==> src/pdm_pkg.sv <==
// package of constants for the pin drive mode port
package pdm_pkg;
  localparam int unsigned NUM_PINS = 8;
  localparam int unsigned NUM_USB  = 2;
  // drive mode codes
  localparam logic [2:0] DM_HIZ_ANALOG = 3'h0;
  localparam logic [2:0] DM_HIZ_DIGITAL = 3'h1;
  localparam logic [2:0] DM_RES_UP     = 3'h2;
  localparam logic [2:0] DM_RES_DOWN   = 3'h3;
  localparam logic [2:0] DM_OD_LOW     = 3'h4;
  localparam logic [2:0] DM_OD_HIGH    = 3'h5;
  localparam logic [2:0] DM_STRONG     = 3'h6;
  localparam logic [2:0] DM_RES_BOTH   = 3'h7;
  // interrupt edge select codes
  localparam logic [1:0] IRQ_NONE    = 2'h0;
  localparam logic [1:0] IRQ_RISING  = 2'h1;
  localparam logic [1:0] IRQ_FALLING = 2'h2;
  localparam logic [1:0] IRQ_BOTH    = 2'h3;
  // reset values
  localparam logic [7:0] RST_BYTE = 8'h00;
  localparam logic [1:0] RST_USB  = 2'h0;
endpackage

==> src/pdm_port.sv <==
// pin drive mode port: drive modes, read-back, edge interrupts, usb-capable pins
// ==========================================================================
// Behaviour
// each pin independently takes one of eight drive modes
// three port-wide registers hold one mode bit per pin
// modes 0 and 1 leave the pad undriven
// mode 2 resistive high/strong low, 3 strong high/resistive low, 7 resistive both
// mode 4 high impedance for 1, strong low for 0
// mode 5 strong high for 1, high impedance for 0
// mode 6 drives strongly to the data level
// resistive modes unavailable on special pin in regulated output mode
// pad output from routed signal when hardware output selected, else data register
// sampled pad level updates read-back and feeds digital system when enabled
// separate read-back and output data registers
// config reachable port-wide or per pin
// post-reset port configuration is user programmable
// each pin interrupts on rising, falling or both edges
// each port has its own interrupt request line
// pin interrupt logic detects edges only
// usb pins use drive and pull-up bits; both 0 open drain, drive 1 strong
// usb pin pull-up 1 drive 0 gives resistive high, strong low
// in usb mode drive and pull-up bits have no effect
// port-wide writes never change usb pin drive bits
// after reset pins are high impedance analog
// bidirectional pins switch between hiz digital and selected mode
// each configured edge sets status bit and requests interrupt
// per pin output value, enable, pull-up and pull-down enables to pad
`timescale 1ns/1ps
module pdm_port #(
  parameter logic [7:0] P_RST_DM2 = pdm_pkg::RST_BYTE,
  parameter logic [7:0] P_RST_DM1 = pdm_pkg::RST_BYTE,
  parameter logic [7:0] P_RST_DM0 = pdm_pkg::RST_BYTE,
  parameter logic [7:0] P_RST_DR  = pdm_pkg::RST_BYTE
) (
  input  wire  logic        i_clk_sys,
  input  wire  logic        i_rst_b,
  // port-wide writes
  input  wire  logic        i_port_wr_dm2,
  input  wire  logic        i_port_wr_dm1,
  input  wire  logic        i_port_wr_dm0,
  input  wire  logic        i_port_wr_dr,
  input  wire  logic        i_port_wr_byp,
  input  wire  logic        i_port_wr_bie,
  input  wire  logic        i_port_wr_dinen,
  input  wire  logic [7:0]  i_port_wdata,
  // per-pin writes
  input  wire  logic        i_pin_wr,
  input  wire  logic [2:0]  i_pin_sel,
  input  wire  logic [7:0]  i_pin_wdata,
  // interrupt config and clear
  input  wire  logic        i_irq_cfg_wr,
  input  wire  logic [15:0] i_irq_type,
  input  wire  logic        i_irq_stat_rd,
  // special pin regulated mode per pin
  input  wire  logic [7:0]  i_reg_out_mode,
  // digital system
  input  wire  logic [7:0]  i_dsi_out,
  input  wire  logic [7:0]  i_dsi_oe,
  // usb-capable pins
  input  wire  logic        i_usb_wr,
  input  wire  logic [1:0]  i_usb_drive,
  input  wire  logic [1:0]  i_usb_pullup,
  input  wire  logic [1:0]  i_usb_dr,
  input  wire  logic        i_usb_mode,
  input  wire  logic [1:0]  i_usb_core_out,
  input  wire  logic [1:0]  i_usb_core_oe,
  input  wire  logic [1:0]  i_usb_pad_in,
  // pads
  input  wire  logic [7:0]  i_pad_in,
  output logic [7:0]        o_pad_out,
  output logic [7:0]        o_pad_oe,
  output logic [7:0]        o_pad_pu,
  output logic [7:0]        o_pad_pd,
  output logic [7:0]        o_pad_ibuf_en,
  output logic [1:0]        o_usb_pad_out,
  output logic [1:0]        o_usb_pad_oe,
  output logic [1:0]        o_usb_pad_pu,
  // read-back and status
  output logic [7:0]        o_pin_level_readback,
  output logic [7:0]        o_output_value_reg,
  output logic [7:0]        o_dsi_in,
  output logic [7:0]        o_irq_status,
  output logic              o_port_irq,
  output logic [1:0]        o_usb_level_readback,
  output logic [7:0]        o_pin_cfg_readback
);

  // ========================================================================
  // configuration registers
  logic [7:0]  drive_mode_bit_two_r, drive_mode_bit_two_nxt;
  logic [7:0]  drive_mode_bit_one_r, drive_mode_bit_one_nxt;
  logic [7:0]  drive_mode_bit_zero_r, drive_mode_bit_zero_nxt;
  logic [7:0]  output_value_reg_r, output_value_reg_nxt;
  logic [7:0]  hardware_output_select_r, hardware_output_select_nxt;
  logic [7:0]  bidir_enable_r, bidir_enable_nxt;
  logic [7:0]  din_en_r, din_en_nxt;
  logic [15:0] irq_type_r, irq_type_nxt;
  logic [1:0]  usb_pin_drive_bit_r, usb_pin_drive_bit_nxt;
  logic [1:0]  usb_pin_pullup_bit_r, usb_pin_pullup_bit_nxt;
  logic [1:0]  usb_pin_output_value_r, usb_pin_output_value_nxt;

  always_comb begin
    drive_mode_bit_two_nxt     = drive_mode_bit_two_r;
    drive_mode_bit_one_nxt     = drive_mode_bit_one_r;
    drive_mode_bit_zero_nxt    = drive_mode_bit_zero_r;
    output_value_reg_nxt       = output_value_reg_r;
    hardware_output_select_nxt = hardware_output_select_r;
    bidir_enable_nxt           = bidir_enable_r;
    din_en_nxt                 = din_en_r;
    irq_type_nxt               = irq_type_r;
    usb_pin_drive_bit_nxt      = usb_pin_drive_bit_r;
    usb_pin_pullup_bit_nxt     = usb_pin_pullup_bit_r;
    usb_pin_output_value_nxt   = usb_pin_output_value_r;
    if (i_port_wr_dm2) drive_mode_bit_two_nxt = i_port_wdata;
    if (i_port_wr_dm1) drive_mode_bit_one_nxt = i_port_wdata;
    if (i_port_wr_dm0) drive_mode_bit_zero_nxt = i_port_wdata;
    if (i_port_wr_dr) output_value_reg_nxt = i_port_wdata;
    if (i_port_wr_byp) hardware_output_select_nxt = i_port_wdata;
    if (i_port_wr_bie) bidir_enable_nxt = i_port_wdata;
    if (i_port_wr_dinen) din_en_nxt = i_port_wdata;
    // per-pin form: [0]=dr [1]=dm0 [2]=dm1 [3]=dm2 [4]=byp [5]=bie [6]=din_en
    if (i_pin_wr) begin
      output_value_reg_nxt[i_pin_sel]       = i_pin_wdata[0];
      drive_mode_bit_zero_nxt[i_pin_sel]    = i_pin_wdata[1];
      drive_mode_bit_one_nxt[i_pin_sel]     = i_pin_wdata[2];
      drive_mode_bit_two_nxt[i_pin_sel]     = i_pin_wdata[3];
      hardware_output_select_nxt[i_pin_sel] = i_pin_wdata[4];
      bidir_enable_nxt[i_pin_sel]           = i_pin_wdata[5];
      din_en_nxt[i_pin_sel]                 = i_pin_wdata[6];
    end
    if (i_irq_cfg_wr) irq_type_nxt = i_irq_type;
    // usb bits only through their own controls
    if (i_usb_wr) begin
      usb_pin_drive_bit_nxt    = i_usb_drive;
      usb_pin_pullup_bit_nxt   = i_usb_pullup;
      usb_pin_output_value_nxt = i_usb_dr;
    end
  end

  always_ff @(posedge i_clk_sys or negedge i_rst_b) begin
    if (!i_rst_b) begin
      drive_mode_bit_two_r     <= P_RST_DM2;
      drive_mode_bit_one_r     <= P_RST_DM1;
      drive_mode_bit_zero_r    <= P_RST_DM0;
      output_value_reg_r       <= P_RST_DR;
      hardware_output_select_r <= pdm_pkg::RST_BYTE;
      bidir_enable_r           <= pdm_pkg::RST_BYTE;
      din_en_r                 <= pdm_pkg::RST_BYTE;
      irq_type_r               <= 16'h0000;
      usb_pin_drive_bit_r      <= pdm_pkg::RST_USB;
      usb_pin_pullup_bit_r     <= pdm_pkg::RST_USB;
      usb_pin_output_value_r   <= pdm_pkg::RST_USB;
    end else begin
      drive_mode_bit_two_r     <= drive_mode_bit_two_nxt;
      drive_mode_bit_one_r     <= drive_mode_bit_one_nxt;
      drive_mode_bit_zero_r    <= drive_mode_bit_zero_nxt;
      output_value_reg_r       <= output_value_reg_nxt;
      hardware_output_select_r <= hardware_output_select_nxt;
      bidir_enable_r           <= bidir_enable_nxt;
      din_en_r                 <= din_en_nxt;
      irq_type_r               <= irq_type_nxt;
      usb_pin_drive_bit_r      <= usb_pin_drive_bit_nxt;
      usb_pin_pullup_bit_r     <= usb_pin_pullup_bit_nxt;
      usb_pin_output_value_r   <= usb_pin_output_value_nxt;
    end
  end

  // ========================================================================
  // input synchronisers
  logic [7:0] pad_meta_r, pad_sync_r, pad_prev_r;
  logic [1:0] usb_meta_r, usb_sync_r;
  always_ff @(posedge i_clk_sys or negedge i_rst_b) begin
    if (!i_rst_b) begin
      pad_meta_r <= 8'h00;
      pad_sync_r <= 8'h00;
      pad_prev_r <= 8'h00;
      usb_meta_r <= 2'h0;
      usb_sync_r <= 2'h0;
    end else begin
      pad_meta_r <= i_pad_in;
      pad_sync_r <= pad_meta_r;
      pad_prev_r <= pad_sync_r;
      usb_meta_r <= i_usb_pad_in;
      usb_sync_r <= usb_meta_r;
    end
  end

  // ========================================================================
  // drive decode: {oe, out, pu, pd}
  function automatic logic [3:0] pdm_decode(input logic [2:0] dm, input logic d, input logic reg_mode);
    logic [3:0] r;
    r = 4'h0;
    case (dm)
      pdm_pkg::DM_HIZ_ANALOG,
      pdm_pkg::DM_HIZ_DIGITAL: r = 4'h0;
      pdm_pkg::DM_RES_UP:   r = d ? 4'h2 : 4'h8;
      pdm_pkg::DM_RES_DOWN: r = d ? 4'hc : 4'h1;
      pdm_pkg::DM_OD_LOW:   r = d ? 4'h0 : 4'h8;
      pdm_pkg::DM_OD_HIGH:  r = d ? 4'hc : 4'h0;
      pdm_pkg::DM_STRONG:   r = d ? 4'hc : 4'h8;
      pdm_pkg::DM_RES_BOTH: r = d ? 4'h2 : 4'h1;
      default:              r = 4'h0;
    endcase
    // regulated special pin: resistive legs replaced by strong drive
    if (reg_mode && (r[1] || r[0])) r = {1'b1, d, 2'b00};
    return r;
  endfunction

  logic [7:0] pad_out_nxt, pad_oe_nxt, pad_pu_nxt, pad_pd_nxt, ibuf_nxt;
  always_comb begin
    logic [2:0] dm;
    logic       d;
    logic [3:0] r;
    dm = 3'h0;
    d  = 1'b0;
    r  = 4'h0;
    for (int i = 0; i < 8; i++) begin
      dm = {drive_mode_bit_two_r[i], drive_mode_bit_one_r[i], drive_mode_bit_zero_r[i]};
      d  = hardware_output_select_r[i] ? i_dsi_out[i] : output_value_reg_r[i];
      if (bidir_enable_r[i] && !i_dsi_oe[i]) dm = pdm_pkg::DM_HIZ_DIGITAL;
      r = pdm_decode(dm, d, i_reg_out_mode[i]);
      pad_oe_nxt[i]  = r[3];
      pad_out_nxt[i] = r[2];
      pad_pu_nxt[i]  = r[1];
      pad_pd_nxt[i]  = r[0];
      ibuf_nxt[i]    = (dm != pdm_pkg::DM_HIZ_ANALOG);
    end
  end

  // usb pads
  logic [1:0] usb_out_nxt, usb_oe_nxt, usb_pu_nxt;
  always_comb begin
    for (int j = 0; j < 2; j++) begin
      if (i_usb_mode) begin
        usb_out_nxt[j] = i_usb_core_out[j];
        usb_oe_nxt[j]  = i_usb_core_oe[j];
        usb_pu_nxt[j]  = 1'b0;
      end else if (usb_pin_drive_bit_r[j]) begin
        usb_out_nxt[j] = usb_pin_output_value_r[j];
        usb_oe_nxt[j]  = 1'b1;
        usb_pu_nxt[j]  = 1'b0;
      end else begin
        usb_out_nxt[j] = 1'b0;
        usb_oe_nxt[j]  = !usb_pin_output_value_r[j];
        usb_pu_nxt[j]  = usb_pin_pullup_bit_r[j] & usb_pin_output_value_r[j];
      end
    end
  end

  // ========================================================================
  // edge interrupts
  logic [7:0] irq_stat_r, irq_stat_nxt, edge_hit;
  logic       irq_r, irq_nxt;
  always_comb begin
    for (int k = 0; k < 8; k++) begin
      case (irq_type_r[2*k +: 2])
        pdm_pkg::IRQ_RISING:  edge_hit[k] = pad_sync_r[k] & ~pad_prev_r[k];
        pdm_pkg::IRQ_FALLING: edge_hit[k] = ~pad_sync_r[k] & pad_prev_r[k];
        pdm_pkg::IRQ_BOTH:    edge_hit[k] = pad_sync_r[k] ^ pad_prev_r[k];
        default:              edge_hit[k] = 1'b0;
      endcase
    end
    // read clears; new edge wins
    irq_stat_nxt = (i_irq_stat_rd ? 8'h00 : irq_stat_r) | edge_hit;
    irq_nxt      = |irq_stat_nxt;
  end

  // ========================================================================
  // output registers
  always_ff @(posedge i_clk_sys or negedge i_rst_b) begin
    if (!i_rst_b) begin
      o_pad_out            <= 8'h00;
      o_pad_oe             <= 8'h00;
      o_pad_pu             <= 8'h00;
      o_pad_pd             <= 8'h00;
      o_pad_ibuf_en        <= 8'h00;
      o_usb_pad_out        <= 2'h0;
      o_usb_pad_oe         <= 2'h0;
      o_usb_pad_pu         <= 2'h0;
      o_pin_level_readback <= 8'h00;
      o_output_value_reg   <= 8'h00;
      o_dsi_in             <= 8'h00;
      o_usb_level_readback <= 2'h0;
      o_pin_cfg_readback   <= 8'h00;
      irq_stat_r           <= 8'h00;
      irq_r                <= 1'b0;
    end else begin
      o_pad_out            <= pad_out_nxt;
      o_pad_oe             <= pad_oe_nxt;
      o_pad_pu             <= pad_pu_nxt;
      o_pad_pd             <= pad_pd_nxt;
      o_pad_ibuf_en        <= ibuf_nxt;
      o_usb_pad_out        <= usb_out_nxt;
      o_usb_pad_oe         <= usb_oe_nxt;
      o_usb_pad_pu         <= usb_pu_nxt;
      o_pin_level_readback <= pad_sync_r;
      o_output_value_reg   <= output_value_reg_r;
      o_dsi_in             <= pad_sync_r & din_en_r;
      o_usb_level_readback <= usb_sync_r;
      o_pin_cfg_readback   <= {1'b0, din_en_r[i_pin_sel], bidir_enable_r[i_pin_sel],
                               hardware_output_select_r[i_pin_sel], drive_mode_bit_two_r[i_pin_sel],
                               drive_mode_bit_one_r[i_pin_sel], drive_mode_bit_zero_r[i_pin_sel],
                               output_value_reg_r[i_pin_sel]};
      irq_stat_r           <= irq_stat_nxt;
      irq_r                <= irq_nxt;
    end
  end

  assign o_irq_status = irq_stat_r;
  assign o_port_irq   = irq_r;

endmodule // pdm_port

==> config.mk <==
export PLATFORM = sky130hd
export DESIGN_NAME = pdm_port
export DESIGN_NICKNAME = d
export VERILOG_FILES = /design/src/pdm_pkg.sv /design/src/pdm_port.sv
export SDC_FILE = /design/constraint.sdc
export NUM_CORES = 1
export LEC_CHECK = 0
export ABC_AREA = 1
export BUFFER_PORTS_ARGS = -buffer_cell sky130_fd_sc_hd__buf_2
export CAP_MARGIN = 20
export CORE_MARGIN = 2
export CORE_UTILIZATION = 59
export DETAILED_ROUTE_END_ITERATION = 10
export GPL_TIMING_DRIVEN = 0
export PLACE_DENSITY_LB_ADDON = 0.12
export SYNTH_ARGS = -nofsm -noshare
export SYNTH_HDL_FRONTEND = slang
export SYNTH_SLANG_ARGS = --single-unit
export TNS_END_PERCENT = 1
==> constraint.sdc <==
create_clock -name i_clk_sys -period 1.9 [get_ports i_clk_sys]
set_input_delay 0.19 -clock i_clk_sys [delete_from_list [all_inputs] [get_ports i_clk_sys]]
set_output_delay 0.19 -clock i_clk_sys [all_outputs]
set_load 0.01 [all_outputs]
# Yosys cells after proc, flatten, opt, wreduce, memory -nomap -nowiden
# Cells that the tools add are included.
# totals
reg_bits	186
inputBits	93
out_inout_bits	89
word_cells	354
# op_classes
magnitude_cmp	2
n_eq_ne	80
mux	138
n_bitwise	44
n_reduce_logical	60
# op_table
operator	count
case mux 4 bit (7 select lines)	8
2-to-1 mux 4 bit	40
2-to-1 mux 8 bit	15
== test 3 bit, second input constant	32
bitwise mux 8 bit	7
== test 3 x 2 -> 1 bit, second input constant	16
2-to-1 mux 3 bit	16
== test 2 bit, second input constant	16
2-to-1 mux 1 bit	28
== test 3 x 1 -> 1 bit, second input constant	8
logical NOT 3 bit	8
case mux 1 bit (3 select lines)	8
nonzero test 3 bit	8
binary-select mux 1 bit (select 3 bit)	7
bitwise AND 1 bit	18
logical AND 1 bit	17
== test 2 x 1 -> 1 bit, second input constant	8
2-to-1 mux 2 bit	8
NOT 1 bit	16
OR reduction 2 bit	8
logical NOT 1 bit	10
bitwise AND 8 bit	1
logical OR 1 bit	8
bitwise OR 8 bit	1
5 further kinds	12

# Logic depth before layout (Yosys ltp)
# depth
depth_word	9
mapped_depth	9
ltp_nobuf	9

# Worst setup path before layout
# No wires, ideal clock.
# synth_path
path_kind	register -> register
from	register o_pin_level_readback[6] (netlist name)
to	register irq_r (netlist: o_port_irq)
setup_time_ns	0.119
arrival_ns	1.080
setup_slack_ns	0.702
path_stages_with_launch	8
n_path_buf	0
cell_sequence	dfrtp_1 > ha_1 > o21ai_0 > a21oi_1 > nor2_1 > nand2_1 > nor2_1 > nand2_1
# synth_rtl
item	line	rtl
end signal, assigned	pdm_port.sv:305	irq_r <= irq_nxt;
end, declared	pdm_port.sv:253	logic irq_r, irq_nxt;

# Worst setup path in the final report
# layout_path
from	register pad_sync_r[1]
to	register irq_r (netlist: o_port_irq)
# layout_between
elab_chain_len	5
elab_cells_between_ends	7
cone_classes	mux: 1; bitwise: 5; reduce/logical: 1
# layout_rtl
item	line	rtl
start, declared	pdm_port.sv:170	logic [7:0] pad_meta_r, pad_sync_r, pad_prev_r;
start signal, assigned	pdm_port.sv:181	pad_sync_r <= pad_meta_r;
NOT 1 bit	pdm_port.sv:258	pdm_pkg::IRQ_FALLING: edge_hit[k] = ~pad_sync_r[k] & pad_prev_r[k];
bitwise AND 1 bit	pdm_port.sv:258	
case mux 1 bit (3 select lines) (*)	pdm_port.sv:256	case (irq_type_r[2*k +: 2])
bitwise OR 8 bit (*)	pdm_port.sv:264	irq_stat_nxt = (i_irq_stat_rd ? 8'h00 : irq_stat_r) | edge_hit;
OR reduction 8 bit (*)	pdm_port.sv:265	irq_nxt = |irq_stat_nxt;
via irq_nxt	pdm_port.sv:253	
# Mark *: on every way through the listed nets, which the timed path passes. The rest lies on a longest branch.
# A chain may end at the register's enable or synchronous reset.

==> flow_summary.rst <==
.. list-table::
   :header-rows: 1

   * - Metric
     - Value
   * - Nature of the critical path startpoint
     - flop
   * - Flip-flop count of the largest register after layout
     - 16
   * - Maximum number of pins on one net before global-route repair
     - 120
   * - Dominant cells by area after synthesis
     - sky130_fd_sc_hd__dfrtp_1 (53%), sky130_fd_sc_hd__nand2_1 (10%), sky130_fd_sc_hd__inv_1 (5.2%), sky130_fd_sc_hd__o21ai_0 (4.9%), sky130_fd_sc_hd__nor2_1 (3.7%)
   * - Clk_lat worst skew
     - 0.43 ns
   * - Hold Path Class
     - in -> reg
   * - Layout Cells excl Fill
     - 1431
   * - Headroom to the max-slew limit
     - between 50% and 60%
   * - Antenna viol nets, final
     - 0
   * - Vias in the first global route
     - 7514
   * - Crit share post-route
     - 73.2%
   * - Largest register by flop count
     - irq_type_r
   * - RSZ-0062 raised after global routing
     - no
   * - Sequential Power Share
     - between 40 and 50%
   * - Number of antenna violations at the first check in global routing
     - 1
   * - Detailed-route vias per instance
     - ~5.4
   * - Aggregate global routing overflow
     - 0
   * - Placed instance area
     - roughly 9900 sq um
   * - Int Pwr
     - approximately 7.4 mW
   * - Detailed Route WL
     - 22800 um
   * - Initial cell density of the core
     - 60.4%
   * - Status
     - complete, no violations
   * - # resized after CTS
     - 0
   * - # port buffers
     - 177
   * - Via Count
     - around 7700
   * - Post-CTS repair timing setup buffer count
     - 0
   * - IO Pins
     - between 150 and 200
   * - R2r startpoint
     - pad_sync_r[1]$_DFF_PN0_
   * - Fmax
     - around 720 MHz
   * - Final number of max-transition violations
     - 0
   * - Global placement routability congestion
     - just over 0.9
   * - Number of warning messages in the yosys log
     - 0
   * - Die ar.
     - between 15000 and 20000 sq um
   * - Start point of the worst hold path
     - i_irq_type[4]
   * - Register-to-Register Path Depth
     - 8
   * - Power density relative to cell area
     - between 900 and 1000 nW/um^2
   * - Library cell with the largest summed area after synthesis
     - sky130_fd_sc_hd__dfrtp_1
   * - Sequential-to-total area share from yosys stat
     - between 50% and 60%
   * - CTS tree
     - done
   * - Number of H-tree levels
     - 4
   * - Max Fanout on Critical Path
     - 4
   * - First-pass detailed-route iteration total
     - 5
   * - Worst Hold End
     - irq_type_r[4]$_DFFE_PN0P_
   * - R2r setup slk
     - between 0.5 and 0.6 ns
   * - Net switching fraction of the power
     - between 20% and 30%
   * - Area added between synthesis and finish
     - 25.5%
   * - NetSw
     - 2.94 mW
   * - Max cap viols
     - 0
   * - Wire length of the first global-routing pass
     - roughly 37000 um
   * - Die height
     - ~130 um
   * - Critical path data arrival time
     - approximately 1.7 ns
   * - Share of final-layout standard cells stronger than drive strength 1
     - between 20% and 30%
   * - Share of total power in the clock network
     - 37.6%
   * - Placeable core area
     - 14500 sq um
   * - Clk root buf
     - sky130_fd_sc_hd__clkbuf_16
   * - Initial detailed-routing violation count
     - 480
   * - Average wire length per cell after detail routing
     - 15.9 um
   * - Static leakage power
     - between 5 and 6 nW
   * - Number of nets in the layout
     - approximately 1300
   * - Endpoint type of the worst setup path
     - flop
   * - Crit path kind
     - reg -> reg
   * - Total placed cells including tap cells
     - between 1000 and 1500
   * - Num CTS Buffers
     - 17
   * - Number of rows in the core area
     - 44
   * - DRC violation count after routing
     - 0
   * - Number of hold violations in the final report
     - 0
   * - Post-layout min period
     - between 1 and 1.5 ns
   * - Total Routing Usage GR
     - between 20% and 30%
   * - Clock transition at the register clock pins on the worst setup and hold paths after CTS
     - 0.07 ns
   * - Final Skew
     - between 0.006 and 0.007 ns
   * - Hold-critical path depth
     - 2
   * - Capture instance of the worst register-to-register path
     - o_port_irq$_DFF_PN0_
   * - Seq cells post-synth
     - 186
   * - Net Count, Synth
     - ~1100
   * - Setup Viol. Count Final
     - 0
   * - Post-synth cell types
     - 30
   * - Total negative slack
     - 0 ns
   * - Die width
     - between 100 and 150 um
   * - Actual slew at the worst max-slew pin
     - around 0.74 ns
   * - Post-Layout Inst Area
     - roughly 11000 sq um
   * - Area of the mapped netlist
     - just under 9000 sq um
   * - Number of standard cells after synthesis
     - just under 1000
   * - HPWL after DPL
     - between 15000 and 20000 um
   * - Combinational cell fraction of total power
     - ~17%
   * - Post-synthesis average cell area
     - just under 9 sq um
   * - Maximum ir drop on the vdd rail
     - roughly 0.63 mV
   * - Required time at the worst-slack endpoint
     - approximately 2.2 ns
   * - Total number of clock tree sinks
     - between 150 and 200
   * - Yosys top cell area share
     - a little over half
   * - Clock tree buffer depth
     - 2
## cells by family after synthesis
| family | count (synthesis) | synth area share [%] |
|---|---|---|
| simple gates | 407 | 19.7 |
| compound gates | 201 | 13.8 |
| flops | 186 | 53.3 |
| buf+inv | 151 | 7.10 |
| mux | 32 | 3.79 |
| fa+ha+maj | 16 | 2.29 |
| other cells | 1 | 0.0429 |
## how the worst max path moves through the flow
stage / startpoint / endpoint / slack [ns] / depth (start not counted)
floorplan: o_pin_level_readback[6]$_DFF_PN0_ / o_port_irq$_DFF_PN0_ / 0.70 / 7
global placement: i_rst_b / o_pad_pd[1]$_DFF_PN0_ / -2.27 / 1
detailed placement: i_port_wr_dm0 / drive_mode_bit_zero_r[5]$_DFF_PN0_ / 0.48 / 5
CTS: pad_sync_r[2]$_DFF_PN0_ / o_port_irq$_DFF_PN0_ / 0.51 / 8
global route: pad_sync_r[0]$_DFF_PN0_ / o_port_irq$_DFF_PN0_ / 0.39 / 8
finish: pad_sync_r[1]$_DFF_PN0_ / o_port_irq$_DFF_PN0_ / 0.51 / 8
## synthesized netlist by cell type
cell type / n
sky130_fd_sc_hd__nor2_8: 1
sky130_fd_sc_hd__dfrtp_1: 186
sky130_fd_sc_hd__nor3_1: 2
sky130_fd_sc_hd__o211ai_1: 14
sky130_fd_sc_hd__buf_1: 1
sky130_fd_sc_hd__nand4_1: 13
sky130_fd_sc_hd__ha_1: 16
sky130_fd_sc_hd__nand2_2: 6
sky130_fd_sc_hd__o2111ai_1: 7
sky130_fd_sc_hd__o21ai_2: 14
sky130_fd_sc_hd__a31oi_1: 2
sky130_fd_sc_hd__buf_4: 2
sky130_fd_sc_hd__a21oi_1: 25
sky130_fd_sc_hd__inv_2: 4
sky130_fd_sc_hd__o21ai_0: 85
sky130_fd_sc_hd__buf_2: 7
sky130_fd_sc_hd__mux2i_1: 23
sky130_fd_sc_hd__clkbuf_1: 11
sky130_fd_sc_hd__inv_1: 121
sky130_fd_sc_hd__nand2_1: 235
sky130_fd_sc_hd__nand3_1: 54
sky130_fd_sc_hd__o21ai_1: 31
sky130_fd_sc_hd__nor2_1: 87
sky130_fd_sc_hd__mux2_2: 9
sky130_fd_sc_hd__a21oi_2: 23
sky130_fd_sc_hd__nor2_2: 2
sky130_fd_sc_hd__conb_1: 1
sky130_fd_sc_hd__nor2_4: 3
sky130_fd_sc_hd__nand2_4: 4
sky130_fd_sc_hd__buf_6: 5
## worst max-delay path, stage by stage, from the launching register on
cell and delay (ns):
sky130_fd_sc_hd__dfrtp_1 0.39, sky130_fd_sc_hd__inv_1 0.06, sky130_fd_sc_hd__ha_1 0.16, sky130_fd_sc_hd__o21ai_0 0.19, sky130_fd_sc_hd__a21oi_1 0.07, sky130_fd_sc_hd__nor2_1 0.14, sky130_fd_sc_hd__nand2_1 0.07, sky130_fd_sc_hd__nor2_1 0.14
sky130_fd_sc_hd__nand2_1 0.07
## metrics by stage
step | power, mW | worst slack [ns] | util (%) | hold WS, ns
floorplan | 5.67 | 0.702 | - | -0.106
global placement | 6.36 | -2.27 | 68.1 | 0.298
detailed placement | 6.42 | 0.477 | 68.3 | 0.170
CTS | 10.3 | 0.513 | 75.8 | 0.000445
global route | 10.8 | 0.387 | 75.8 | 0.00253
finish | 10.3 | 0.508 | 75.8 | 0.0116
## placed cells by master, fill, tap and decap left out, types with 2 or more instances in the layout
| cell | instances |
|---|---|
| sky130_fd_sc_hd__mux2i_1 | 23 |
| sky130_fd_sc_hd__buf_2 | 183 |
| sky130_fd_sc_hd__buf_6 | 5 |
| sky130_fd_sc_hd__nand4_1 | 13 |
| sky130_fd_sc_hd__nand2_4 | 4 |
| sky130_fd_sc_hd__nor2_4 | 3 |
| sky130_fd_sc_hd__o2111ai_1 | 7 |
| sky130_fd_sc_hd__nand2_2 | 6 |
| sky130_fd_sc_hd__nor2_1 | 87 |
| sky130_fd_sc_hd__nand2_1 | 235 |
| sky130_fd_sc_hd__o21ai_2 | 14 |
| sky130_fd_sc_hd__a21oi_2 | 23 |
| sky130_fd_sc_hd__nor3_1 | 2 |
| sky130_fd_sc_hd__nand3_1 | 54 |
| sky130_fd_sc_hd__a31oi_1 | 2 |
| sky130_fd_sc_hd__clkinvlp_4 | 2 |
| sky130_fd_sc_hd__o21ai_1 | 31 |
| sky130_fd_sc_hd__inv_2 | 4 |
| sky130_fd_sc_hd__a21oi_1 | 25 |
| sky130_fd_sc_hd__clkbuf_16 | 17 |
| sky130_fd_sc_hd__nor2_2 | 2 |
| sky130_fd_sc_hd__mux2_2 | 9 |
| sky130_fd_sc_hd__dfrtp_1 | 186 |
| sky130_fd_sc_hd__dlygate4sd3_1 | 43 |
| sky130_fd_sc_hd__buf_4 | 2 |
| sky130_fd_sc_hd__inv_1 | 121 |
| sky130_fd_sc_hd__inv_6 | 2 |
| sky130_fd_sc_hd__bufinv_16 | 5 |
| sky130_fd_sc_hd__clkinv_4 | 2 |
| sky130_fd_sc_hd__o211ai_1 | 14 |
| sky130_fd_sc_hd__o21ai_0 | 85 |
| sky130_fd_sc_hd__ha_1 | 16 |
| sky130_fd_sc_hd__clkbuf_1 | 12 |
## power groups by stage
stage               logic (mW)  clock network (mW)  registers [mW]
finish                    1.79                3.89            4.66
global route              2.01                4.08            4.70
CTS                       1.78                3.92            4.65
detailed placement        1.69                   0            4.72
global placement          1.65                   0            4.71
floorplan                0.916                   0            4.75
## layout make-up
cell class / instances / area, sq um
diodes: 1 / 2.50
plain buffers: 26 / 151
clock buffers: 18 / 429
clock inverters: 13 / 216
fillers: 1080 / 3510
inverters: 125 / 469
multi-input cells: 657 / 3460
flip-flops and latches: 186 / 4650
well taps: 184 / 230
repair buffers: 221 / 1350
## layer usage
layer	GRT usage [%]	up-vias	wire length [um]
li1	-	3725	-
met1	39.9	3646	9810
met2	48.7	305	10800
met3	5.69	48	1520
met4	11.6	0	668
met5	0	-	0
## timing repair
action                                  in CTS  in global routing
endpoints found under the setup margin       0                  0
hold endpoints to repair                   115                  0
hold buffers                                43                  0
No activity file was read; power rests on OpenSTA's default activity.
